--- src/design/dmsc_pkg.sv ---
package dmsc_pkg;

  // register byte offsets
  localparam logic [7:0] DMSC_CTRL_OFS = 8'h00;
  localparam logic [7:0] DMSC_STAT_OFS = 8'h04;
  localparam logic [7:0] DMSC_LOSS_OFS = 8'h08;

  // control field positions and reset value
  localparam int DMSC_CTRL_LOOP_MUTE = 0;
  localparam int DMSC_CTRL_PAR_MUTE = 1;
  localparam logic [1:0] DMSC_CTRL_RST = 2'h0;

  // status field positions
  localparam int DMSC_ST_MASTER = 0;
  localparam int DMSC_ST_LOCK = 1;
  localparam int DMSC_ST_RATE = 2;
  localparam int DMSC_ST_ASI = 3;
  localparam int DMSC_ST_RECLK = 4;
  localparam int DMSC_ST_PROC = 5;
  localparam int DMSC_ST_INONE = 6;
  localparam int DMSC_ST_CARRIER = 7;
  localparam int DMSC_ST_LUMA = 8;
  localparam int DMSC_ST_W20 = 9;
  localparam int DMSC_ST_WIDTH = 10;

  // loss counter width and reset value
  localparam int DMSC_LOSS_W = 8;
  localparam logic [7:0] DMSC_LOSS_RST = 8'h00;

  // lock qualification time and derived cycle count (rounded up)
  localparam int DMSC_CLK_NS = 100;
  localparam int DMSC_QUAL_NS = 800;
  localparam int DMSC_QUAL_CYC =
    (DMSC_QUAL_NS + DMSC_CLK_NS - 1) / DMSC_CLK_NS;
  localparam logic [3:0] DMSC_QUAL_LAST = 4'(DMSC_QUAL_CYC - 1);

  // pin synchroniser width
  localparam int DMSC_PIN_W = 9;

  // lock tracking states
  typedef enum logic [2:0] {
    DMSC_NOSIG = 3'b001,
    DMSC_SEARCH = 3'b010,
    DMSC_LOCK = 3'b100
  } dmsc_lock_e;

endpackage : dmsc_pkg

--- src/design/dmsc_mode_ctrl.sv ---
// Our own choices: the APB slave port and the placing of the registers.
`timescale 1ns/10ps
// mode pins, lock tracking, loop-through choice and status flags
module dmsc_mode_ctrl
  import dmsc_pkg::*;
(
  input wire logic core_clk, // block and parallel clock
  input wire logic rst_b, // async reset, active low
  // apb slave
  input wire logic psel, // apb select
  input wire logic penable, // apb access phase
  input wire logic pwrite, // apb direction, high write
  input wire logic [7:0] paddr, // apb byte address
  input wire logic [31:0] pwdata, // apb write data
  output logic [31:0] prdata, // apb read data
  output logic pready, // apb ready
  output logic pslverr, // apb error on unmapped
  // asynchronous pins
  input wire logic role_select, // high master, low slave
  input wire logic input_select, // high input one
  input wire logic carrier_detect_one, // high input one invalid
  input wire logic carrier_detect_two, // high input two invalid
  input wire logic bus_width_select, // high 20-bit, low 10-bit
  // two-way mode pins
  input wire logic asi_stream_flag_in, // pin level
  output logic asi_stream_flag_out, // driven level
  output logic asi_stream_flag_oe, // high while driven
  input wire logic rate_select_in, // pin level
  output logic rate_select_out, // driven level
  output logic rate_select_oe, // high while driven
  input wire logic reclock_select_in, // pin level
  output logic reclock_select_out, // driven level
  output logic reclock_select_oe, // high while driven
  input wire logic video_processing_flag_in, // pin level
  output logic video_processing_flag_out, // driven level
  output logic video_processing_flag_oe, // high while driven
  // detection from the datapath, same clock
  input wire logic det_lock, // reclocker locked to a compliant stream
  input wire logic det_asi, // stream is asi
  input wire logic det_sd, // stream is 270Mb/s, else hd rate
  input wire logic anc_luma_det, // ancillary data in luma
  input wire logic anc_chroma_det, // ancillary data in chroma
  // controls to the datapath
  output logic serial_in_one_sel, // high input one, low input two
  output logic loop_reclocked, // high reclocked, low buffered loop
  output logic loop_mute, // loop-through driver muted
  output logic deser_en, // deserializer running
  output logic smpte_proc_en, // descramble and video processing
  output logic asi_align_en, // asi word alignment
  output logic asi_decode_en, // asi 8b/10b decoding
  output logic par_width20, // 20-bit demultiplexed output
  output logic par_mute, // parallel outputs muted
  output logic luma_anc_flag, // luma ancillary flag
  output logic lock_flag // locked flag
);

  logic [DMSC_PIN_W-1:0] pin_raw;
  logic [DMSC_PIN_W-1:0] pin_s;
  logic role_m;
  logic ip_s;
  logic cdet_one_s;
  logic cdet_two_s;
  logic bw_s;
  logic asi_in_s;
  logic rate_in_s;
  logic rc_in_s;
  logic proc_in_s;
  logic carrier_ok;
  logic cfg_asi;
  logic cfg_smpte;
  logic match;
  logic kind_asi;
  logic kind_sd;
  logic rate_eff;
  logic asi_mode;
  logic [3:0] qual_cnt;
  logic [1:0] ctrl;
  logic [DMSC_LOSS_W-1:0] loss_cnt;
  logic [31:0] status;
  logic [31:0] next_rdata;
  logic wr_en;
  logic unmapped;
  logic loss_ev;
  dmsc_lock_e state;
  dmsc_lock_e next_state;

  // all pin inputs pass two flip-flops
  assign pin_raw = {role_select, input_select, carrier_detect_one,
                    carrier_detect_two, bus_width_select,
                    asi_stream_flag_in, rate_select_in,
                    reclock_select_in, video_processing_flag_in};

  dmsc_sync2 #(.W(DMSC_PIN_W)) u_pin_sync (
    .core_clk(core_clk),
    .rst_b(rst_b),
    .d(pin_raw),
    .q(pin_s)
  );

  assign {role_m, ip_s, cdet_one_s, cdet_two_s, bw_s,
          asi_in_s, rate_in_s, rc_in_s, proc_in_s} = pin_s;

  // input and carrier selection
  assign serial_in_one_sel = ip_s;
  assign carrier_ok = ip_s ? !cdet_one_s : !cdet_two_s;

  // slave configuration decoded from the mode pins
  assign cfg_asi = asi_in_s && rate_in_s && !proc_in_s;
  assign cfg_smpte = proc_in_s && !asi_in_s;

  // stream matches the expected type; slave rate follows the synchronised rate pin
  always_comb begin
    if (role_m) begin
      match = det_lock;
      if (state == DMSC_LOCK) begin
        match = det_lock && det_asi == kind_asi && det_sd == kind_sd;
      end
    end else begin
      match = det_lock && det_sd == rate_in_s &&
              ((cfg_asi && det_asi) || (cfg_smpte && !det_asi));
    end
  end

  // lock tracking transitions
  always_comb begin
    next_state = state;
    case (state)
      DMSC_NOSIG: begin
        if (carrier_ok) begin
          next_state = DMSC_SEARCH;
        end
      end
      DMSC_SEARCH: begin
        if (!carrier_ok) begin
          next_state = DMSC_NOSIG;
        end else if (match && qual_cnt == DMSC_QUAL_LAST) begin
          next_state = DMSC_LOCK;
        end
      end
      DMSC_LOCK: begin
        if (!carrier_ok) begin
          next_state = DMSC_NOSIG;
        end else if (!match) begin
          next_state = DMSC_SEARCH;
        end
      end
      default: begin
        next_state = DMSC_NOSIG;
      end
    endcase
  end

  // lock state register
  always_ff @(posedge core_clk or negedge rst_b) begin
    if (!rst_b) begin
      state <= DMSC_NOSIG;
    end else begin
      state <= next_state;
    end
  end

  // qualification counter: match must hold for the full time
  always_ff @(posedge core_clk or negedge rst_b) begin
    if (!rst_b) begin
      qual_cnt <= 4'h0;
    end else if (state != DMSC_SEARCH || !match) begin
      qual_cnt <= 4'h0;
    end else if (qual_cnt != DMSC_QUAL_LAST) begin
      qual_cnt <= qual_cnt + 4'h1;
    end
  end

  // detected kind captured while searching, held while locked
  always_ff @(posedge core_clk or negedge rst_b) begin
    if (!rst_b) begin
      kind_asi <= 1'b0;
      kind_sd <= 1'b0;
    end else if (state == DMSC_SEARCH) begin
      kind_asi <= det_asi;
      kind_sd <= det_sd;
    end
  end

  // effective mode: detected in master, pin-set in slave
  assign rate_eff = role_m ? kind_sd : rate_in_s;
  assign asi_mode = role_m ? (state == DMSC_LOCK && kind_asi) : cfg_asi;

  // status pins driven only in master
  always_comb begin
    asi_stream_flag_oe = role_m;
    rate_select_oe = role_m;
    reclock_select_oe = role_m;
    video_processing_flag_oe = role_m;
    asi_stream_flag_out = state == DMSC_LOCK && kind_asi;
    rate_select_out = kind_sd;
    reclock_select_out = state == DMSC_LOCK;
    video_processing_flag_out = state == DMSC_LOCK && !kind_asi;
  end

  // loop-through source and datapath enables
  assign loop_reclocked = role_m ? (state == DMSC_LOCK)
                                 : rc_in_s;
  assign loop_mute = ctrl[DMSC_CTRL_LOOP_MUTE] || !carrier_ok;
  assign deser_en = role_m ? (state == DMSC_LOCK) : 1'b1;
  assign smpte_proc_en = role_m ? (state == DMSC_LOCK && !kind_asi)
                                : cfg_smpte;
  assign asi_align_en = asi_mode;
  assign asi_decode_en = asi_mode;
  assign par_width20 = bw_s && !asi_mode;
  assign par_mute = !carrier_ok || ctrl[DMSC_CTRL_PAR_MUTE];

  // flags registered on the parallel clock
  always_ff @(posedge core_clk or negedge rst_b) begin
    if (!rst_b) begin
      lock_flag <= 1'b0;
      luma_anc_flag <= 1'b0;
    end else begin
      lock_flag <= carrier_ok &&
                   next_state == DMSC_LOCK;
      if (par_mute || asi_mode) begin
        luma_anc_flag <= 1'b0;
      end else if (!rate_eff || bw_s) begin
        luma_anc_flag <= anc_luma_det;
      end else begin
        luma_anc_flag <= anc_luma_det || anc_chroma_det;
      end
    end
  end

  // apb decode; zero wait states
  assign pready = 1'b1;
  assign unmapped = paddr != DMSC_CTRL_OFS && paddr != DMSC_STAT_OFS &&
                    paddr != DMSC_LOSS_OFS;
  assign pslverr = psel && penable && unmapped;
  assign wr_en = psel && penable && pwrite && !unmapped;

  // control register
  always_ff @(posedge core_clk or negedge rst_b) begin
    if (!rst_b) begin
      ctrl <= DMSC_CTRL_RST;
    end else if (wr_en && paddr == DMSC_CTRL_OFS) begin
      ctrl <= pwdata[1:0];
    end
  end

  // lock loss counter; a loss in the clearing cycle still counts
  assign loss_ev = state == DMSC_LOCK && next_state != DMSC_LOCK;

  always_ff @(posedge core_clk or negedge rst_b) begin
    if (!rst_b) begin
      loss_cnt <= DMSC_LOSS_RST;
    end else if (wr_en && paddr == DMSC_LOSS_OFS) begin
      loss_cnt <= loss_ev ? 8'h01 : DMSC_LOSS_RST;
    end else if (loss_ev && loss_cnt != 8'hFF) begin
      loss_cnt <= loss_cnt + 8'h01;
    end
  end

  // status word
  always_comb begin
    status = 32'h0;
    status[DMSC_ST_MASTER] = role_m;
    status[DMSC_ST_LOCK] = lock_flag;
    status[DMSC_ST_RATE] = rate_eff;
    status[DMSC_ST_ASI] = asi_mode;
    status[DMSC_ST_RECLK] = loop_reclocked;
    status[DMSC_ST_PROC] = smpte_proc_en;
    status[DMSC_ST_INONE] = ip_s;
    status[DMSC_ST_CARRIER] = carrier_ok;
    status[DMSC_ST_LUMA] = luma_anc_flag;
    status[DMSC_ST_W20] = par_width20;
  end

  // read mux sampled in the setup cycle
  always_comb begin
    case (paddr)
      DMSC_CTRL_OFS: next_rdata = {30'h0, ctrl};
      DMSC_STAT_OFS: next_rdata = status;
      DMSC_LOSS_OFS: next_rdata = {24'h0, loss_cnt};
      default: next_rdata = 32'h0;
    endcase
  end

  always_ff @(posedge core_clk or negedge rst_b) begin
    if (!rst_b) begin
      prdata <= 32'h0;
    end else if (psel && !penable && !pwrite) begin
      prdata <= next_rdata;
    end
  end
endmodule : dmsc_mode_ctrl

--- src/design/dmsc_sync2.sv ---
`timescale 1ns/10ps
// two-stage synchroniser for asynchronous pin levels
module dmsc_sync2 #(
  parameter int W = 1
) (
  input wire logic core_clk, // block clock
  input wire logic rst_b, // async reset, active low
  input wire logic [W-1:0] d, // asynchronous levels
  output logic [W-1:0] q // synchronised levels
);

  logic [W-1:0] meta;

  // first stage feeds only the second stage
  always_ff @(posedge core_clk or negedge rst_b) begin
    if (!rst_b) begin
      meta <= '0;
      q <= '0;
    end else begin
      meta <= d;
      q <= meta;
    end
  end

endmodule : dmsc_sync2

--- config.mk ---
export PLATFORM = sky130hd
export DESIGN_NAME = dmsc_mode_ctrl
export DESIGN_NICKNAME = d
export VERILOG_FILES = /design/src/design/dmsc_pkg.sv /design/src/design/dmsc_mode_ctrl.sv /design/src/design/dmsc_sync2.sv
export SDC_FILE = /design/constraint.sdc
export NUM_CORES = 1
export LEC_CHECK = 0
export CAP_MARGIN = 20
export CORE_UTILIZATION = 35
export CTS_BUF_LIST = sky130_fd_sc_hd__clkbuf_4
export DETAILED_ROUTE_END_ITERATION = 8
export DONT_BUFFER_PORTS = 1
export PLACE_DENSITY_LB_ADDON = 0.05
export SKIP_CTS_REPAIR_TIMING = 1
export SLEW_MARGIN = 20
export SYNTH_ARGS = -nofsm -noshare
export SYNTH_HDL_FRONTEND = slang
export SYNTH_HIERARCHICAL = 1
export SYNTH_SLANG_ARGS = --single-unit
--- constraint.sdc ---
create_clock -name core_clk -period 2.6 [get_ports core_clk]
set_input_delay 0.52 -clock core_clk [delete_from_list [all_inputs] [get_ports core_clk]]
set_output_delay 0.52 -clock core_clk [all_outputs]
set_load 0.01 [all_outputs]
---- Yosys cells after proc, flatten, opt, wreduce, memory -nomap -nowiden ----
Index checks and enable logic that the tools add are counted.
operators by class
  add/subtract/negate cells ............... 2
  multipliers ............................. 0
  div/mod/pow operators ................... 0
  magnitude comparators ................... 0
  equality and inequality tests ........... 16
  shift-type cells ........................ 0
  multiplexer cells ....................... 22
  bitwise operators ....................... 0
  reduce and logical (&&, ||, !) cells .... 50
operator list
  kind                 count
  $pmux 10 s3          1
  $logic_and 1x1->1    26
  $mux 8               2
  $mux 3               5
  $logic_not 1->1      13
  $mux 1               11
  $pmux 3 s3           1
  $add 8x1->8 const B  1
  $eq 8x3->1 const B   1
  $eq 8x4->1 const B   1
  $logic_not 8->1      1
  $mux 4               2
  $ne 8x3->1 const B   1
  $ne 8x4->1 const B   1
  $ne 8x8->1 const B   1
  $reduce_bool 8->1    1
  $logic_or 1x1->1     7
  $eq 3x3->1 const B   2
  $add 4x1->4 const B  1
  $eq 4x3->1 const B   1
  $ne 4x3->1 const B   1
  $reduce_bool 2->1    2
  $eq 1x1->1           3
  $eq 3x1->1 const B   1
  other kinds (3)      3
storage, ports and cells
  flip-flop bits (word level) ............. 71
  latch bits .............................. 0
  bits in writable memories ............... 0
  ROM bits ................................ 0
  bits of input ports ..................... 59
  output and inout port bits .............. 53
  logic and storage cells ................. 101
  memories kept ........................... 0

---- Depth between registers and ports, before layout ----
  depth in word-level cells ............... 15
  mapped depth ............................ 8
  gate-level depth less buffers ........... 8

---- By module ----
Netlist, hierarchy kept.
modules (own cells, without submodules)
  module          times used  cells each  area an instance (µm²)  sequential area each (µm²)
  dmsc_mode_ctrl  1           220         1,958.1                 777.0
  dmsc_sync2      1           18          450.4                   450.4

---- Worst setup path before layout ----
Ideal clock, no wire load.
  kind .................................... input port to output port
  start ................................... input paddr[5]
  end ..................................... output pslverr
  arrival time ............................ 1.471 ns
  data required time ...................... 2.080 ns
  setup slack ............................. 0.609 ns
  stages on the path ...................... 3
  buffers on the path ..................... 0
  cells stage by stage .................... or4_1 > nor3_4 > a21oi_1
between the ends
  cells in the longest elaborated chain, start to end .. 4
  elaborated cells on any way between the ends .. 6
  those cells by class .................... 2 x eq/ne; 4 x reduce/logical
ends and longest elaborated chain
  what                                                    line                   text
  start, declared                                         dmsc_mode_ctrl.sv:13   input wire logic [7:0] paddr,
  $ne 8x3->1 / $reduce_bool 8->1 (equally long branches)  dmsc_mode_ctrl.sv:232  assign unmapped = paddr != DMSC_CTRL_OFS && paddr != DMSC_STAT_OFS &&
  $logic_and 1x1->1                                       dmsc_mode_ctrl.sv:232
  $logic_and 1x1->1 *                                     dmsc_mode_ctrl.sv:232
  $logic_and 1x1->1 *                                     dmsc_mode_ctrl.sv:234  assign pslverr = psel && penable && unmapped;
  end, declared                                           dmsc_mode_ctrl.sv:17   output logic pslverr,
Mark *: on every way between the ends. The rest lies on a longest branch, timed or not.

---- Final worst setup path ----
  start ................................... register state[0]
  end ..................................... output par_width20
between the ends
  cells in the longest elaborated chain, start to end .. 5
ends and longest elaborated chain
  what                    line                   text
  start, declared         dmsc_mode_ctrl.sv:84   dmsc_lock_e state;
  start signal, assigned  dmsc_mode_ctrl.sv:158  state <= next_state;
  $eq 3x3->1              -
  via reclock_select_out  dmsc_mode_ctrl.sv:32   output logic reclock_select_out,
  $logic_and 1x1->1       dmsc_mode_ctrl.sv:186  assign asi_mode = role_m ? (state == DMSC_LOCK && kind_asi) : cfg_asi;
  $mux 1                  dmsc_mode_ctrl.sv:186
  $logic_not 1->1         dmsc_mode_ctrl.sv:209  assign par_width20 = bw_s && !asi_mode;
  $logic_and 1x1->1       dmsc_mode_ctrl.sv:209
  end, declared           dmsc_mode_ctrl.sv:51   output logic par_width20,
The timed path passes the listed nets, and every way through them passes these cells.

==> metrics.yaml <==
synthesis:
  synth_area_leaders: "dfrtp_1, buf_4, o21ai_0"
  ys_types: 46
  synth_top_family_by_area: "simple AND/OR/NAND/NOR gates"
  synth.top_cell.area_share_pct: 49.9
  synth_warnings: 6
  synthMuxAreaShare_pct: 4.47
  synth_top_area_cell: "dfrtp_1"
  yosysMostFrequentCell: "dfrtp_1"
  synth_area_um2: 2410
  synth_compound_area_share_pct: 13.2
  synth_edf_count: 0
  synth_cells: 238
  synthAdderAreaFrac_pct: 1.04
  synth-xor-area-share_pct: 2.55
  synthTopCellsByCount: "dfrtp_1, buf_4, nand2_1, nor2_1, o21ai_0"
  synth_seq_area_share_pct: 51.0
  async_reset_ff_share_pct: 100
  ys.flop_type: "dfrtp_1"
  synth_seq_cells: 49
  avgSynthCellArea_um2: 10.1
  synth-simple-area-share_pct: 17.8
final_layout:
  regArea_um2: 1230
  fill_cells: 660
  multiInputGateArea_um2: 1030
  layout-drive-gt1-share_pct: 11.3
  n_antenna_cell: 0
  fin_cells: 316
  fin_nets: 299
  area_growth_pct: 2.70
min_path:
  hold_path_class: "input pin to register"
floorplanning:
  die-area_um2: 7220
  start_util_pct: 37.1
  die_y_um: 85.0
  io-pin-count: 112
  core_area_um2: 6490
  rows: 29
  die_w_um: 85.0
critical_path:
  crit_chain: "nor2_1 -> nand2_2 -> inv_2 -> nand3_1 -> o21ai_0 -> nor2_1"
  cp-end-kind: "output port"
  crit_top_cell: "nor2_1"
  cp.arrival_ns: 1.84
  crit_family: "simple AND/OR/NAND/NOR gates"
  cp_data_required_time_ns: 2.08
  startpoint_type: "register"
  crit_type: "register to output port"
  cpPeakStageDelay_ns: 0.60
  cp_slowest_cell: "dfstp_2"
  cp_max_fo: 9
  crit_buf_inv: 1
sta:
  tns_ns: 0
  min_period_ns: 2.36
  finalSetupViolCount: 0
  fmaxAchievable_mhz: 424
  worst_pin_slew_ns: 0.618
  fin_crit_sh_pct: 90.7
  skew_ns: 0.0106
  rsz0062_at_grt: "false"
  slew_violations: 0
  relSlewSlack_pct: 58.5
  final-hold-violation-count: 0
run_status:
  status: "complete, but fails checks"
  violations: "design-rule violations"
place:
  hpwl_um: 3650
  dp.cells: 306
  place_congestion: 0.756
  portBuffers: 0
clock_tree:
  clk_latency_ns: 0.37
  numCtsBuffers: 5
  clock_path_buffers: 2
  htree_levels: 2
  cts_tree: "done"
  path_clk_slew_ns: 0.14
  clockRootBuffer: "clkbuf_4"
  clock_sinks: 49
global_routing:
  grt_max_degree: 50
  antenna_found_initial: 0
  overflow: 0
  grt_pass1_wl_um: 7940
  grt_usage_pct: 14.5
  grt_pass1_vias: 1527
pwr:
  ir_drop_mv: 0.228
  cellPowerDensity_nw_per_um2: 584
  leakage_nw: 1.08
routing:
  wl_per_cell_um: 15.6
  drt-initial-drc-count: 90
  drt_wl_total_um: 4930
  vias: 1572
  drtPass1Iterations: 6
  via_per_inst: 4.97
  drc: 11
  ant_nets: 0
flow_run:
  drv_cap: 0
-- metrics by stage --
step           hold slack (ns)  util [%]  total power, mW  instance area [um^2]  setup slack (ns)
6_report                 0.159      38.1             1.44                  2470             0.241
3_5_place_dp             0.226      36.7             1.09                  2380             0.440
2_1_floorplan            0.224         -             1.07                  2490             0.609
5_1_grt                  0.122      38.1             1.53                  2470            0.0852
3_3_place_gp             0.226      36.7             1.08                  2380             0.444
4_1_cts                 -0.196      37.5             1.45                  2440             0.202
-- cell families (layout without fill, tap and decap cells) --
| kind of cell | count (synthesis) | count (layout) |
|---|---|---|
| DFF | 49 | 49 |
| AOI/OAI and AO/OA | 48 | 48 |
| buffers and inverters | 35 | 15 |
| other | 2 | 23 |
| xor gates and xnor gates | 7 | 7 |
| muxes | 10 | 10 |
| adders and majority gates | 2 | 2 |
| and+or+nand+nor | 85 | 85 |
-- registers in the layout, summed over array words and instances (netlist names), 2 cells and up --
signal,cells
loss_cnt,8
ctrl,2
u_pin_sync/q,9
prdata,10
state,3
u_pin_sync/meta,9
qual_cnt,4
-- placed cells by master, fill, tap and decap left out, types with 2 or more instances in the layout --
master / instances
dfrtp_1: 48
conb_1: 23
nand2_1: 22
nor2_1: 21
o21ai_0: 18
nand3_1: 9
a21oi_1: 8
xor2_1: 6
mux2_2: 6
clkbuf_4: 6
nand2b_1: 5
nor3_1: 5
or3_1: 5
a22oi_1: 5
mux2i_1: 4
o211ai_1: 4
nand3b_1: 3
nor3b_1: 3
nor2b_1: 3
buf_4: 3
a21o_1: 2
and3_1: 2
ha_1: 2
clkinv_2: 2
-- layer usage --
metal / vias to the layer above / share of wire [%] / wire (um) / GRT usage, %
met5: - / 0 / 0 / 0
met1: 734 / 46 / 2260 / 18.6
met4: 0 / 1.3 / 65 / 5.08
met3: 7 / 5.4 / 268 / 3.79
li1: 774 / - / - / -
met2: 57 / 47 / 2340 / 23.7
-- final timing paths --
path | start | end | slack [ns] | cells past startpoint
worst min register to register | u_pin_sync/meta[5] | u_pin_sync/q[5] | 0.36 | 0
worst min-delay path | role_select | u_pin_sync/meta[8] | 0.16 | 0
worst max register to register | qual_cnt[0] | loss_cnt[4] | 0.45 | 7
worst max-delay path | state[0] | par_width20 | 0.24 | 6
max in group asynchronous | rst_b | state[0] | 1.67 | 2
min in group asynchronous | rst_b | prdata[8] | 0.64 | 2
-- layout make-up --
type	instances	share of cell area [%]
clock inverters	2	0.405
repair buffers	5	2.43
well taps	77	3.89
flip-flops and latches	49	49.6
inverters	2	0.303
clock buffers	6	1.82
multi-input cells	175	41.5
-- worst register-to-register path, cell delays in order (launching register included) --
cell and delay [ns]:
dfrtp_1 0.43, ha_1 0.24, nand3b_1 0.20, nor3b_1 0.09, o21bai_1 0.45, nor2_2 0.15
or3_1 0.39, a21oi_2 0.13
-- where the power goes --
group	total [mW]	internal, mW	leakage [nW]	switching (mW)
Combinational	0.201	0.0910	0.428	0.110
Clock	0.354	0.114	0.0354	0.240
Sequential	0.889	0.821	0.621	0.0687
Total	1.44	1.03	1.08	0.419
Power figures use the tool's default switching activity.
